### config.mk
export PLATFORM = sky130hd
export DESIGN_NAME = rxdo_top
export DESIGN_NICKNAME = d
export VERILOG_FILES = /design/src/design/rxdo_pkg.sv /design/src/design/rxdo_top.sv
export VERILOG_INCLUDE_DIRS = /design/src /design/src/design
export SDC_FILE = /design/constraint.sdc
export NUM_CORES = 2
export LEC_CHECK = 0
export BUFFER_PORTS_ARGS = -buffer_cell sky130_fd_sc_hd__buf_4
export CORE_ASPECT_RATIO = 0.7
export CORE_UTILIZATION = 40
export DETAILED_ROUTE_END_ITERATION = 6
export PLACE_DENSITY = 0.57
export SYNTH_ARGS = -nofsm -noshare
export SYNTH_HDL_FRONTEND = slang
export SYNTH_SLANG_ARGS = --single-unit
### constraint.sdc
create_clock -name SYS_CLK_I -period 14.31 [get_ports SYS_CLK_I]
set_input_delay 0 -clock SYS_CLK_I [delete_from_list [all_inputs] [get_ports SYS_CLK_I]]
set_output_delay 0 -clock SYS_CLK_I [all_outputs]
set_load 0.05 [all_outputs]
### src/design/rxdo_defines.svh
// Register map, field positions, reset values and pipeline timing of the receive back end
`ifndef RXDO_DEFINES_SVH
`define RXDO_DEFINES_SVH

`define RXDO_ADDR_CHAN_SEL 8'h05
`define RXDO_ADDR_OFFSET 8'h10
`define RXDO_ADDR_PATH_CFG 8'h40
`define RXDO_ADDR_FS_TRIM 8'h7D
`define RXDO_ADDR_UPDATE 8'hFF

`define RXDO_SEL_NORMAL 8'h00
`define RXDO_SEL_I 8'h01
`define RXDO_SEL_Q 8'h02

`define RXDO_CFG_DEC_EN_BIT 0
`define RXDO_CFG_SINGLE_BIT 1
`define RXDO_CFG_KEEP_Q_BIT 2
`define RXDO_CFG_WIDTH 3

`define RXDO_UPDATE_BIT 0
`define RXDO_OFFSET_WIDTH 6
`define RXDO_FS_TRIM_WIDTH 5

`define RXDO_RST_CHAN_SEL 8'h00
`define RXDO_RST_CFG 3'h1
`define RXDO_RST_FS_TRIM 5'h00
`define RXDO_RST_OFFSET 6'h00

`define RXDO_HB_TAPS 43
`define RXDO_HB_CENTRE 21
`define RXDO_HB_CENTRE_COEF 16384
`define RXDO_HB_SHIFT 15
`define RXDO_ACC_WIDTH 40
`define RXDO_LATENCY_CYCLES 2

`endif

### src/design/rxdo_pkg.sv
// Types shared by the receive decimation and offset back end
package rxdo_pkg;

	typedef struct packed {
		logic keep_q;
		logic single;
		logic dec_en;
	} rxdo_cfg_type;

	typedef struct packed {
		logic [7:0] addr;
		logic [7:0] data;
	} rxdo_reg_wr_type;

	typedef enum logic [1:0] {
		RXDO_TGT_NONE,
		RXDO_TGT_I,
		RXDO_TGT_Q
	} rxdo_target_type;

endpackage

### src/design/rxdo_top.sv
// Receive back end: half-band 2x decimators, per-channel offsets, register port
// Function
// - Each channel has bypassable 2x half-band decimator
// - Symmetric 43-tap FIR with listed coefficients
// - Separate offset held for each channel
// - Six-bit offset added at output LSBs
// - Select 0x01 targets I, 0x02 targets Q
// - Write to channel_offset_value stores selected channel offset
// - Offset is two's complement, 0xFE is -2
// - Offsets apply only after update write
// - Select 0x00 restores normal unredirected addressing
// - Single-converter mode powers one channel down
// - Both channels share one sample clock
// - Five-bit full-scale trim field at 0x7D
// - Update needs zero-to-one on bit 0
`timescale 1ns/1ps
`default_nettype none
`include "rxdo_defines.svh"

module rxdo_chan #(
	parameter int W = 12
) (
	input wire logic clk_i,
	input wire logic rst_n_i,
	input wire logic valid_i,
	input wire logic signed [W-1:0] sample_i,
	input wire logic dec_en_i,
	input wire logic active_i,
	input wire logic [`RXDO_OFFSET_WIDTH-1:0] offset_i,
	output logic signed [W-1:0] data_o,
	output logic valid_o
);
	localparam int AW = `RXDO_ACC_WIDTH;

	logic signed [W-1:0] taps_q [`RXDO_HB_TAPS];
	logic phase_q;
	logic fire_q;
	logic signed [AW-1:0] acc;
	logic signed [AW-1:0] filt;
	logic signed [AW-1:0] pre_sum;
	logic signed [W-1:0] sat_val;
	wire logic signed [AW-1:0] max_v = AW'(signed'((2 ** (W - 1)) - 1));
	wire logic signed [AW-1:0] min_v = -AW'(signed'(2 ** (W - 1)));
	wire logic signed [AW-1:0] offs_ext = AW'(signed'(offset_i));

	function automatic logic signed [15:0] hb_coef(input int k);
		case (k)
			0: hb_coef = 16'sd12;
			1: hb_coef = -16'sd32;
			2: hb_coef = 16'sd72;
			3: hb_coef = -16'sd140;
			4: hb_coef = 16'sd252;
			5: hb_coef = -16'sd422;
			6: hb_coef = 16'sd682;
			7: hb_coef = -16'sd1086;
			8: hb_coef = 16'sd1778;
			9: hb_coef = -16'sd3284;
			10: hb_coef = 16'sd10364;
			default: hb_coef = 16'sd0;
		endcase
	endfunction

	// Folded sum uses the mirror symmetry; odd-index taps other than the centre are zero
	always_comb begin
		logic signed [AW-1:0] pair;
		pair = '0;
		acc = AW'(signed'(`RXDO_HB_CENTRE_COEF)) * AW'(taps_q[`RXDO_HB_CENTRE]);
		for (int k = 0; k < 11; k++) begin
			pair = AW'(taps_q[2 * k]) + AW'(taps_q[`RXDO_HB_TAPS - 1 - 2 * k]);
			acc = acc + AW'(hb_coef(k)) * pair;
		end
	end

	// Bypass takes the newest sample straight through
	assign filt = dec_en_i ? (acc >>> `RXDO_HB_SHIFT) : AW'(taps_q[0]);
	// Offset sits on the LSBs, sign-extended, so 6'h3E subtracts two
	assign pre_sum = filt + offs_ext;
	// Saturate instead of wrapping so an offset near full scale cannot flip the sign
	assign sat_val = (pre_sum > max_v) ? W'(max_v) : (pre_sum < min_v) ? W'(min_v) : W'(pre_sum);

	wire logic take = valid_i && active_i;

	// Taps freeze while the channel is powered down, so it resumes from its last history
	always_ff @(posedge clk_i) begin
		if (!rst_n_i) begin
			for (int i = 0; i < `RXDO_HB_TAPS; i++) begin
				taps_q[i] <= '0;
			end
		end else if (take) begin
			taps_q[0] <= sample_i;
			for (int i = 1; i < `RXDO_HB_TAPS; i++) begin
				taps_q[i] <= taps_q[i-1];
			end
		end
	end

	// Fires on every sample in bypass, on the second of each pair when decimating
	always_ff @(posedge clk_i) begin
		if (!rst_n_i) begin
			phase_q <= 1'b0;
			fire_q <= 1'b0;
		end else begin
			fire_q <= take && (!dec_en_i || phase_q);
			if (take) begin
				phase_q <= dec_en_i ? !phase_q : 1'b0;
			end
		end
	end

	// A powered-down channel drives zeros so stale data is never taken for live samples
	always_ff @(posedge clk_i) begin
		if (!rst_n_i) begin
			data_o <= '0;
			valid_o <= 1'b0;
		end else begin
			valid_o <= fire_q;
			if (!active_i) begin
				data_o <= '0;
			end else if (fire_q) begin
				data_o <= sat_val;
			end
		end
	end
endmodule

module rxdo_top
	import rxdo_pkg::*;
#(
	parameter int W = 12
) (
	input wire logic SYS_CLK_I,
	input wire logic RST_N_I,
	input wire logic [7:0] REG_ADDR_I,
	input wire logic [7:0] REG_WDATA_I,
	input wire logic REG_WR_I,
	input wire logic REG_RD_I,
	output logic [7:0] REG_RDATA_O,
	output logic REG_RVALID_O,
	input wire logic ADC_VALID_I,
	input wire logic [W-1:0] ADC_I_DATA_I,
	input wire logic [W-1:0] ADC_Q_DATA_I,
	output logic RX_VALID_O,
	output logic [W-1:0] RX_I_DATA_O,
	output logic [W-1:0] RX_Q_DATA_O,
	output logic RX_I_PWRDN_O,
	output logic RX_Q_PWRDN_O,
	output logic [`RXDO_FS_TRIM_WIDTH-1:0] FULL_SCALE_TRIM_O
);
	localparam int OW = `RXDO_OFFSET_WIDTH;

	logic [7:0] chan_sel_q;
	rxdo_cfg_type cfg_q;
	logic [`RXDO_FS_TRIM_WIDTH-1:0] fs_trim_q;
	logic update_q;
	logic [OW-1:0] stage_i_q;
	logic [OW-1:0] stage_q_q;
	logic [OW-1:0] i_channel_offset_q;
	logic [OW-1:0] q_channel_offset_q;
	logic [7:0] rdata_d;
	logic signed [W-1:0] i_out;
	logic signed [W-1:0] q_out;
	logic i_valid;
	logic q_valid;
	rxdo_reg_wr_type wr;
	rxdo_target_type target;

	assign wr = '{addr: REG_ADDR_I, data: REG_WDATA_I};
	// Offset accesses only land while a channel is addressed
	assign target = (chan_sel_q == `RXDO_SEL_I) ? RXDO_TGT_I :
			(chan_sel_q == `RXDO_SEL_Q) ? RXDO_TGT_Q : RXDO_TGT_NONE;

	// Unmapped writes match none of these strobes and simply fall through
	wire logic wr_sel = REG_WR_I && (wr.addr == `RXDO_ADDR_CHAN_SEL);
	wire logic wr_offs = REG_WR_I && (wr.addr == `RXDO_ADDR_OFFSET);
	wire logic wr_cfg = REG_WR_I && (wr.addr == `RXDO_ADDR_PATH_CFG);
	wire logic wr_trim = REG_WR_I && (wr.addr == `RXDO_ADDR_FS_TRIM);
	wire logic wr_upd = REG_WR_I && (wr.addr == `RXDO_ADDR_UPDATE);
	wire logic upd_rise = wr_upd && wr.data[`RXDO_UPDATE_BIT] && !update_q;
	wire logic i_active = !(cfg_q.single && cfg_q.keep_q);
	wire logic q_active = !(cfg_q.single && !cfg_q.keep_q);
	wire logic stage_i_wr = wr_offs && (target == RXDO_TGT_I);
	wire logic stage_q_wr = wr_offs && (target == RXDO_TGT_Q);

	always_ff @(posedge SYS_CLK_I) begin
		if (!RST_N_I) begin
			chan_sel_q <= `RXDO_RST_CHAN_SEL;
		end else if (wr_sel) begin
			chan_sel_q <= wr.data;
		end
	end

	always_ff @(posedge SYS_CLK_I) begin
		if (!RST_N_I) begin
			cfg_q <= `RXDO_RST_CFG;
		end else if (wr_cfg) begin
			cfg_q <= wr.data[`RXDO_CFG_WIDTH-1:0];
		end
	end

	always_ff @(posedge SYS_CLK_I) begin
		if (!RST_N_I) begin
			fs_trim_q <= `RXDO_RST_FS_TRIM;
		end else if (wr_trim) begin
			fs_trim_q <= wr.data[`RXDO_FS_TRIM_WIDTH-1:0];
		end
	end

	// The stored bit is the edge reference, so a host must write 0 before the next update
	always_ff @(posedge SYS_CLK_I) begin
		if (!RST_N_I) begin
			update_q <= 1'b0;
		end else if (wr_upd) begin
			update_q <= wr.data[`RXDO_UPDATE_BIT];
		end
	end

	// Staged offsets reach the datapath only on the update edge, so both channels switch together
	always_ff @(posedge SYS_CLK_I) begin
		if (!RST_N_I) begin
			stage_i_q <= `RXDO_RST_OFFSET;
			stage_q_q <= `RXDO_RST_OFFSET;
		end else begin
			if (stage_i_wr) begin
				stage_i_q <= wr.data[OW-1:0];
			end
			if (stage_q_wr) begin
				stage_q_q <= wr.data[OW-1:0];
			end
		end
	end

	always_ff @(posedge SYS_CLK_I) begin
		if (!RST_N_I) begin
			i_channel_offset_q <= `RXDO_RST_OFFSET;
			q_channel_offset_q <= `RXDO_RST_OFFSET;
		end else if (upd_rise) begin
			i_channel_offset_q <= stage_i_q;
			q_channel_offset_q <= stage_q_q;
		end
	end

	// Offset reads show the staged value, not the one in use, until the next update
	wire logic [7:0] offs_rd = (target == RXDO_TGT_I) ? 8'(signed'(stage_i_q)) :
			(target == RXDO_TGT_Q) ? 8'(signed'(stage_q_q)) : 8'h00;

	always_comb begin
		case (REG_ADDR_I)
			`RXDO_ADDR_CHAN_SEL: rdata_d = chan_sel_q;
			`RXDO_ADDR_OFFSET: rdata_d = offs_rd;
			`RXDO_ADDR_PATH_CFG: rdata_d = {5'h00, cfg_q};
			`RXDO_ADDR_FS_TRIM: rdata_d = {3'h0, fs_trim_q};
			`RXDO_ADDR_UPDATE: rdata_d = {7'h00, update_q};
			default: rdata_d = 8'h00;
		endcase
	end

	always_ff @(posedge SYS_CLK_I) begin
		if (!RST_N_I) begin
			REG_RDATA_O <= 8'h00;
			REG_RVALID_O <= 1'b0;
		end else begin
			REG_RVALID_O <= REG_RD_I;
			if (REG_RD_I) begin
				REG_RDATA_O <= rdata_d;
			end
		end
	end

	// One sample strobe drives both channels, keeping I and Q in lockstep
	rxdo_chan #(.W(W)) u_chan_i (
		.clk_i(SYS_CLK_I),
		.rst_n_i(RST_N_I),
		.valid_i(ADC_VALID_I),
		.sample_i(signed'(ADC_I_DATA_I)),
		.dec_en_i(cfg_q.dec_en),
		.active_i(i_active),
		.offset_i(i_channel_offset_q),
		.data_o(i_out),
		.valid_o(i_valid)
	);

	rxdo_chan #(.W(W)) u_chan_q (
		.clk_i(SYS_CLK_I),
		.rst_n_i(RST_N_I),
		.valid_i(ADC_VALID_I),
		.sample_i(signed'(ADC_Q_DATA_I)),
		.dec_en_i(cfg_q.dec_en),
		.active_i(q_active),
		.offset_i(q_channel_offset_q),
		.data_o(q_out),
		.valid_o(q_valid)
	);

	assign RX_I_DATA_O = i_out;
	assign RX_Q_DATA_O = q_out;
	// Either channel may be the live one in single-converter mode
	assign RX_VALID_O = i_valid || q_valid;
	assign RX_I_PWRDN_O = !i_active;
	assign RX_Q_PWRDN_O = !q_active;
	assign FULL_SCALE_TRIM_O = fs_trim_q;
endmodule
`default_nettype wire

Word-level counts from Yosys, hierarchy flattened
Memory sizes are Yosys's and may differ from the RTL's.
Index checks and enable logic that the tools add are counted.
W data, S select, Z words.
- bits in registers: 80
- output and inout bits: 41
- bits in writable memories: 1032
- memories: 2
- input bits: 45
- magnitude comparators: 4
- reductions and logical operators: 27
- mux-type cells: 106
- bitwise gates (word level): 87
- add/sub/neg operators: 48
- eq/ne operators: 9
- $mul: 20
- memory list (memory ; depth ; bits a word ; read ports ; clocked after memory_dff ; write ports ; RTL line ; text):
    u_chan_i.taps_q ; 43 ; 12 ; 43 ; 0 ; 43 ; rxdo_top.sv:35 ; logic signed [W-1:0] taps_q [`RXDO_HB_TAPS];
    u_chan_q.taps_q ; 43 ; 12 ; 43 ; 0 ; 43 ; rxdo_top.sv:35 ;
- operator list (kind ; number):
    $mux W12 ; 90
    $add A40 B40 Y40 ; 20
    $add A12 B12 Y13 ; 22
    $mul A11 B40 Y39 const A ; 4
    $mul A7 B40 Y38 const A ; 4
    $or A1 B1 Y1 ; 86
    $add A26 B40 Y40 ; 2
    $add A40 B6 Y40 ; 2
    $gt A40 B12 Y1 const B ; 2
    $lt A40 B12 Y1 const B ; 2
    $mul A10 B40 Y39 const A ; 2
    $mul A11 B40 Y38 const A ; 2
    $mul A13 B40 Y38 const A ; 2
    $mul A3 B40 Y38 const A ; 2
    $mul A5 B40 Y37 const A ; 2
    $mul A9 B40 Y39 const A ; 2
    $mux W40 ; 2
    $neg A35 Y35 ; 2
    $pmux W8 S5 ; 1
    $eq A8 B7 Y1 const B ; 2
    $mux W8 ; 2
    $logic_and A1 B1 Y1 ; 15
    $mux W1 ; 9
    $eq A8 B1 Y1 const B ; 1
    other kinds (11) ; 21

Longest topological paths before layout
An unclocked memory read counts as a cell.
- depth after elaboration: 19
- depth in mapped cells: 71
- depth with buffers taken out: 70

Hierarchy
From an unflattened synthesis, not the netlist that was laid out.
- cells, all modules: 10674
- area total of the unflattened synthesis: 114327.1 µm²
- modules (own cells, without submodules) (module ; cells an instance ; area an instance (µm²) ; instances):
    rxdo_chan at u_chan_i ; 5236 ; 56095.0 ; 1
    rxdo_chan at u_chan_q ; 5193 ; 56001.2 ; 1
    rxdo_top ; 245 ; 2230.9 ; 1

Worst setup path before layout
No wires, ideal clock.
- kind: register -> register
- from: memory u_chan_q.taps_q[14][0], in the netlist u_chan_q.taps_q[0][168]
- to: register u_chan_q.data_o[0]
- buffers on the path: 2
- path slack: -0.881 ns
- cell stages (with the launch flop): 68
- setup time: 0.118 ns
- arrival: 15.073 ns
- clock period less this slack: 15.191 ns
- cells stage by stage: edfxtp_1 > ha_1 > inv_1 > fa_1 > nor2b_1 > o21ai_0 > a21boi_0 > o21ai_0 > nand2b_1 > a21o_1 > a211oi_1 > o211ai_1 > nand2_1 > clkbuf_1 > inv_1 > fa_1 > inv_1 > fa_1 > [32 not listed] > nor2b_1 > o41a_1 > xnor2_1 > xnor2_1 > xnor3_1 > o21ai_1 > ha_1 > a2111oi_0 > o21ai_0 > nor2_1 > nand3_1 > a2111oi_0 > o2111ai_1 > o2bb2a_1 > o221a_2 > clkbuf_1 > a31oi_1 > nor2_1
- RTL lines (element ; RTL line ; text):
    from (decl) ; rxdo_top.sv:35 ;
    to (signal assigned) ; rxdo_top.sv:120 ; data_o <= sat_val;
    to (decl) ; rxdo_top.sv:30 ; output logic signed [W-1:0] data_o,

==> impl_metrics.py <==
metrics = {
    "synth": {
        "synthArstFlopShare_pct": 0,
        "synth_edf_count": 1032,
        "synth_flop_cell": "edfxtp_1",
        "syn_area_um2": 119600,
        "netlist_instances": 11270,
        "synth_cell_types": 103,
        "synth_nets": 14270,
        "synth_seq_area_share_pct": 27.25,
        "avgSynthCellArea_um2": 10.61,
        "ys_warn_count": 0,
        "synth_seq_cells": 1112,
    },
    "clock_tree": {
        "root_buffer": "clkbuf_16",
        "clk_path_buf_depth": 3,
        "cts_made_buffers": 117,
        "cts.sinks": 1112,
        "clk_pin_slew_ps": 70,
        "h-tree-depth": 3,
        "cts_tree": "yes",
        "clock_latency_ps": 790,
    },
    "detailed_routing": {
        "num_vias": 85990,
        "first_pass_iters": 6,
        "drcViolationCount": 0,
        "finalWirelength_mm": 362.2,
        "avgViaCountPerCell": 5.015,
        "wl_per_cell_um": 21.13,
        "antenna_left": 0,
        "drt_iter0_drc": 6806,
    },
    "finish": {
        "finalNetCount": 16070,
        "seqCellArea_um2": 32590,
        "drive_gt1_share_pct": 19.60,
        "final_cell_mix": "2321 x inv_1, 1776 x buf_4, 1457 x ha_1",
        "stdcell_count": 17150,
        "multi_input_area_um2": 80170,
        "n_fill_cell": 27060,
        "final_common_cell": "inv_1",
        "area_growth_pct": 21.26,
        "finalInstanceArea_um2": 145000,
    },
    "floorplan": {
        "die_x_um": 655.5,
        "start_util_pct": 40.33,
        "die-area_um2": 301200,
        "die_h_um": 459.5,
        "io_pins": 86,
        "floorplan.rows": 167,
        "core_region_area_um2": 296500,
    },
    "sta": {
        "report.final.slew_viol_count": 0,
        "post-route-period-util_pct": 100.5,
        "rsz0062_at_grt": "true",
        "tns_ps": -267.4,
        "hold_viol_final": 0,
        "slew_headroom_pct": 13.09,
        "period_needed_ps": 14370,
        "fin_skew_ps": 74.61,
        "setup_ws_ps": -64.70,
        "worstMarginPinSlew_ps": 1302,
        "setup_viol": 10,
        "fmax_mhz": 69.57,
    },
    "worst_setup_path": {
        "critPathTopFamily": "adder cells",
        "cp_slowest_cell": "fa_1",
        "path_class": "reg2reg",
        "cp_max_fo": 6,
        "path_buf_inv": 9,
        "critPathMaxStageDelay_ps": 560,
        "cp_data_arrival_time_ps": 15040,
        "crit_path_start_kind": "flip-flop",
        "cp_common_cell": "fa_1",
        "crit_required_ps": 14970,
        "endpoint_kind": "flip-flop",
    },
    "outcome": {
        "violations": "negative setup slack",
        "outcome": "complete, but fails checks",
    },
    "run": {
        "max_cap_violations": 0,
    },
    "place": {
        "dp_cells": 16730,
        "place.gp.congestion": 0.9493,
        "io_buffers": 85,
        "place_area_um2": 136700,
        "hpwl_mm": 303.0,
    },
    "grt": {
        "grt_usage_pct": 24.11,
        "grt_pass1_vias": 87960,
        "antenna_found_initial": 34,
        "grt_pass1_wl_mm": 547.5,
        "grt_max_degree": 200,
        "grt_overflow": 0,
    },
    "worst_hold_path": {
        "holdCritPathClass": "in2reg",
    },
}
## timing repair
action	CTS	global route
buffers inserted	67	55
resized for setup	302	328
hold buffers	70	0
hold endpoints to repair	148	0
setup endpoints to repair	23	24
pin swaps	202	202
cloned	2	1
## metal layers
metal	share of wire [%]	up-vias	GRT usage, %
met5	0.0055	-	0
met4	1.4	2	3.280
met3	8.2	248	4.785
met2	37	2301	31.27
met1	53	43250	40.73
li1	-	40180	-
## path summary, 6_finish.rpt
kind,depth (start not counted),startpoint,slack [ps],end
worst min register to register,1,u_chan_i.taps_q[9][6],460,u_chan_i.taps_q[10][6]
worst max-delay path,65,u_chan_q.taps_q[0][336],-60,u_chan_q.data_o[10]
worst min-delay path,4,REG_WDATA_I[3],60,stage_i_q[3]
worst max register to register,65,u_chan_q.taps_q[0][336],-60,u_chan_q.data_o[10]
## registers in the layout (all words and copies together) (netlist names), 3 cells and up
name / count
q_channel_offset_q: 6
chan_sel_q: 8
u_chan_i.data_o: 12
u_chan_i.taps_q: 516
cfg_q: 3
i_channel_offset_q: 6
FULL_SCALE_TRIM_O: 5
u_chan_q.taps_q: 516
stage_i_q: 6
REG_RDATA_O: 8
stage_q_q: 6
u_chan_q.data_o: 12
## synth_stat cells (54+ instances only)
cell | count | area share [%]
inv_1 | 2349 | 7.4
xor2_1 | 176 | 1.3
nor2b_1 | 150 | 0.78
o21a_1 | 81 | 0.51
nand2_1 | 315 | 0.99
fa_1 | 1432 | 24
clkbuf_1 | 186 | 0.58
xnor2_1 | 506 | 3.7
a21oi_1 | 419 | 1.8
edfxtp_1 | 1032 | 26
a21boi_0 | 63 | 0.40
a31oi_1 | 54 | 0.28
nand2b_1 | 81 | 0.42
nor2_1 | 365 | 1.1
ha_1 | 1520 | 16
and2_1 | 1069 | 5.6
nor3_1 | 114 | 0.48
dfxtp_1 | 80 | 1.3
o21bai_1 | 133 | 0.83
nand3_1 | 109 | 0.46
o21ai_0 | 287 | 1.2
a21o_1 | 126 | 0.79
## through the flow
| stage | hold WS (ps) | util (%) | setup slack (ps) |
|---|---|---|---|
| detailed placement | 281.4 | 46.09 | -932.9 |
| floorplan | 147.4 | - | 19.30 |
| global placement | 277.4 | 46.09 | -945.3 |
| global route | 35.53 | 48.91 | -668.3 |
| finish | 63.62 | 48.91 | -64.70 |
| CTS | 2.969 | 48.29 | -14.14 |
## area by class of cell
type / count / share of cell area, %
tap: 3971 / 3.426
timing repair buffer: 1869 / 9.920
clock buffer: 131 / 2.105
sequential: 1112 / 22.47
antenna: 7 / 0.01208
inverter: 2356 / 6.102
multi-input combinational: 7612 / 55.28
clock inverter: 88 / 0.6790
## worst register-to-register path: cells and delay by family (launching register included)
| kind | cells | cell delay (ps) |
|---|---|---|
| adder cells (fa/ha/maj) | 15 | 6050 |
| AND/OR/NAND/NOR | 7 | 950 |
| XOR/XNOR | 4 | 750 |
| AO/OA/AOI/OAI | 30 | 5640 |
| buffers and inverters | 9 | 570 |
| flip-flops | 1 | 370 |
## cell families after synthesis
kind of cell	synth area share (%)
compound gates	8.114
xor+xnor	5.074
fa+ha+maj	39.91
buf+inv	8.017
flops	27.25
mux	0.5409
simple gates	11.10
Power is not shown: default switching activity piles up to over one toggle a cycle in this logic, so the estimate is an artifact.
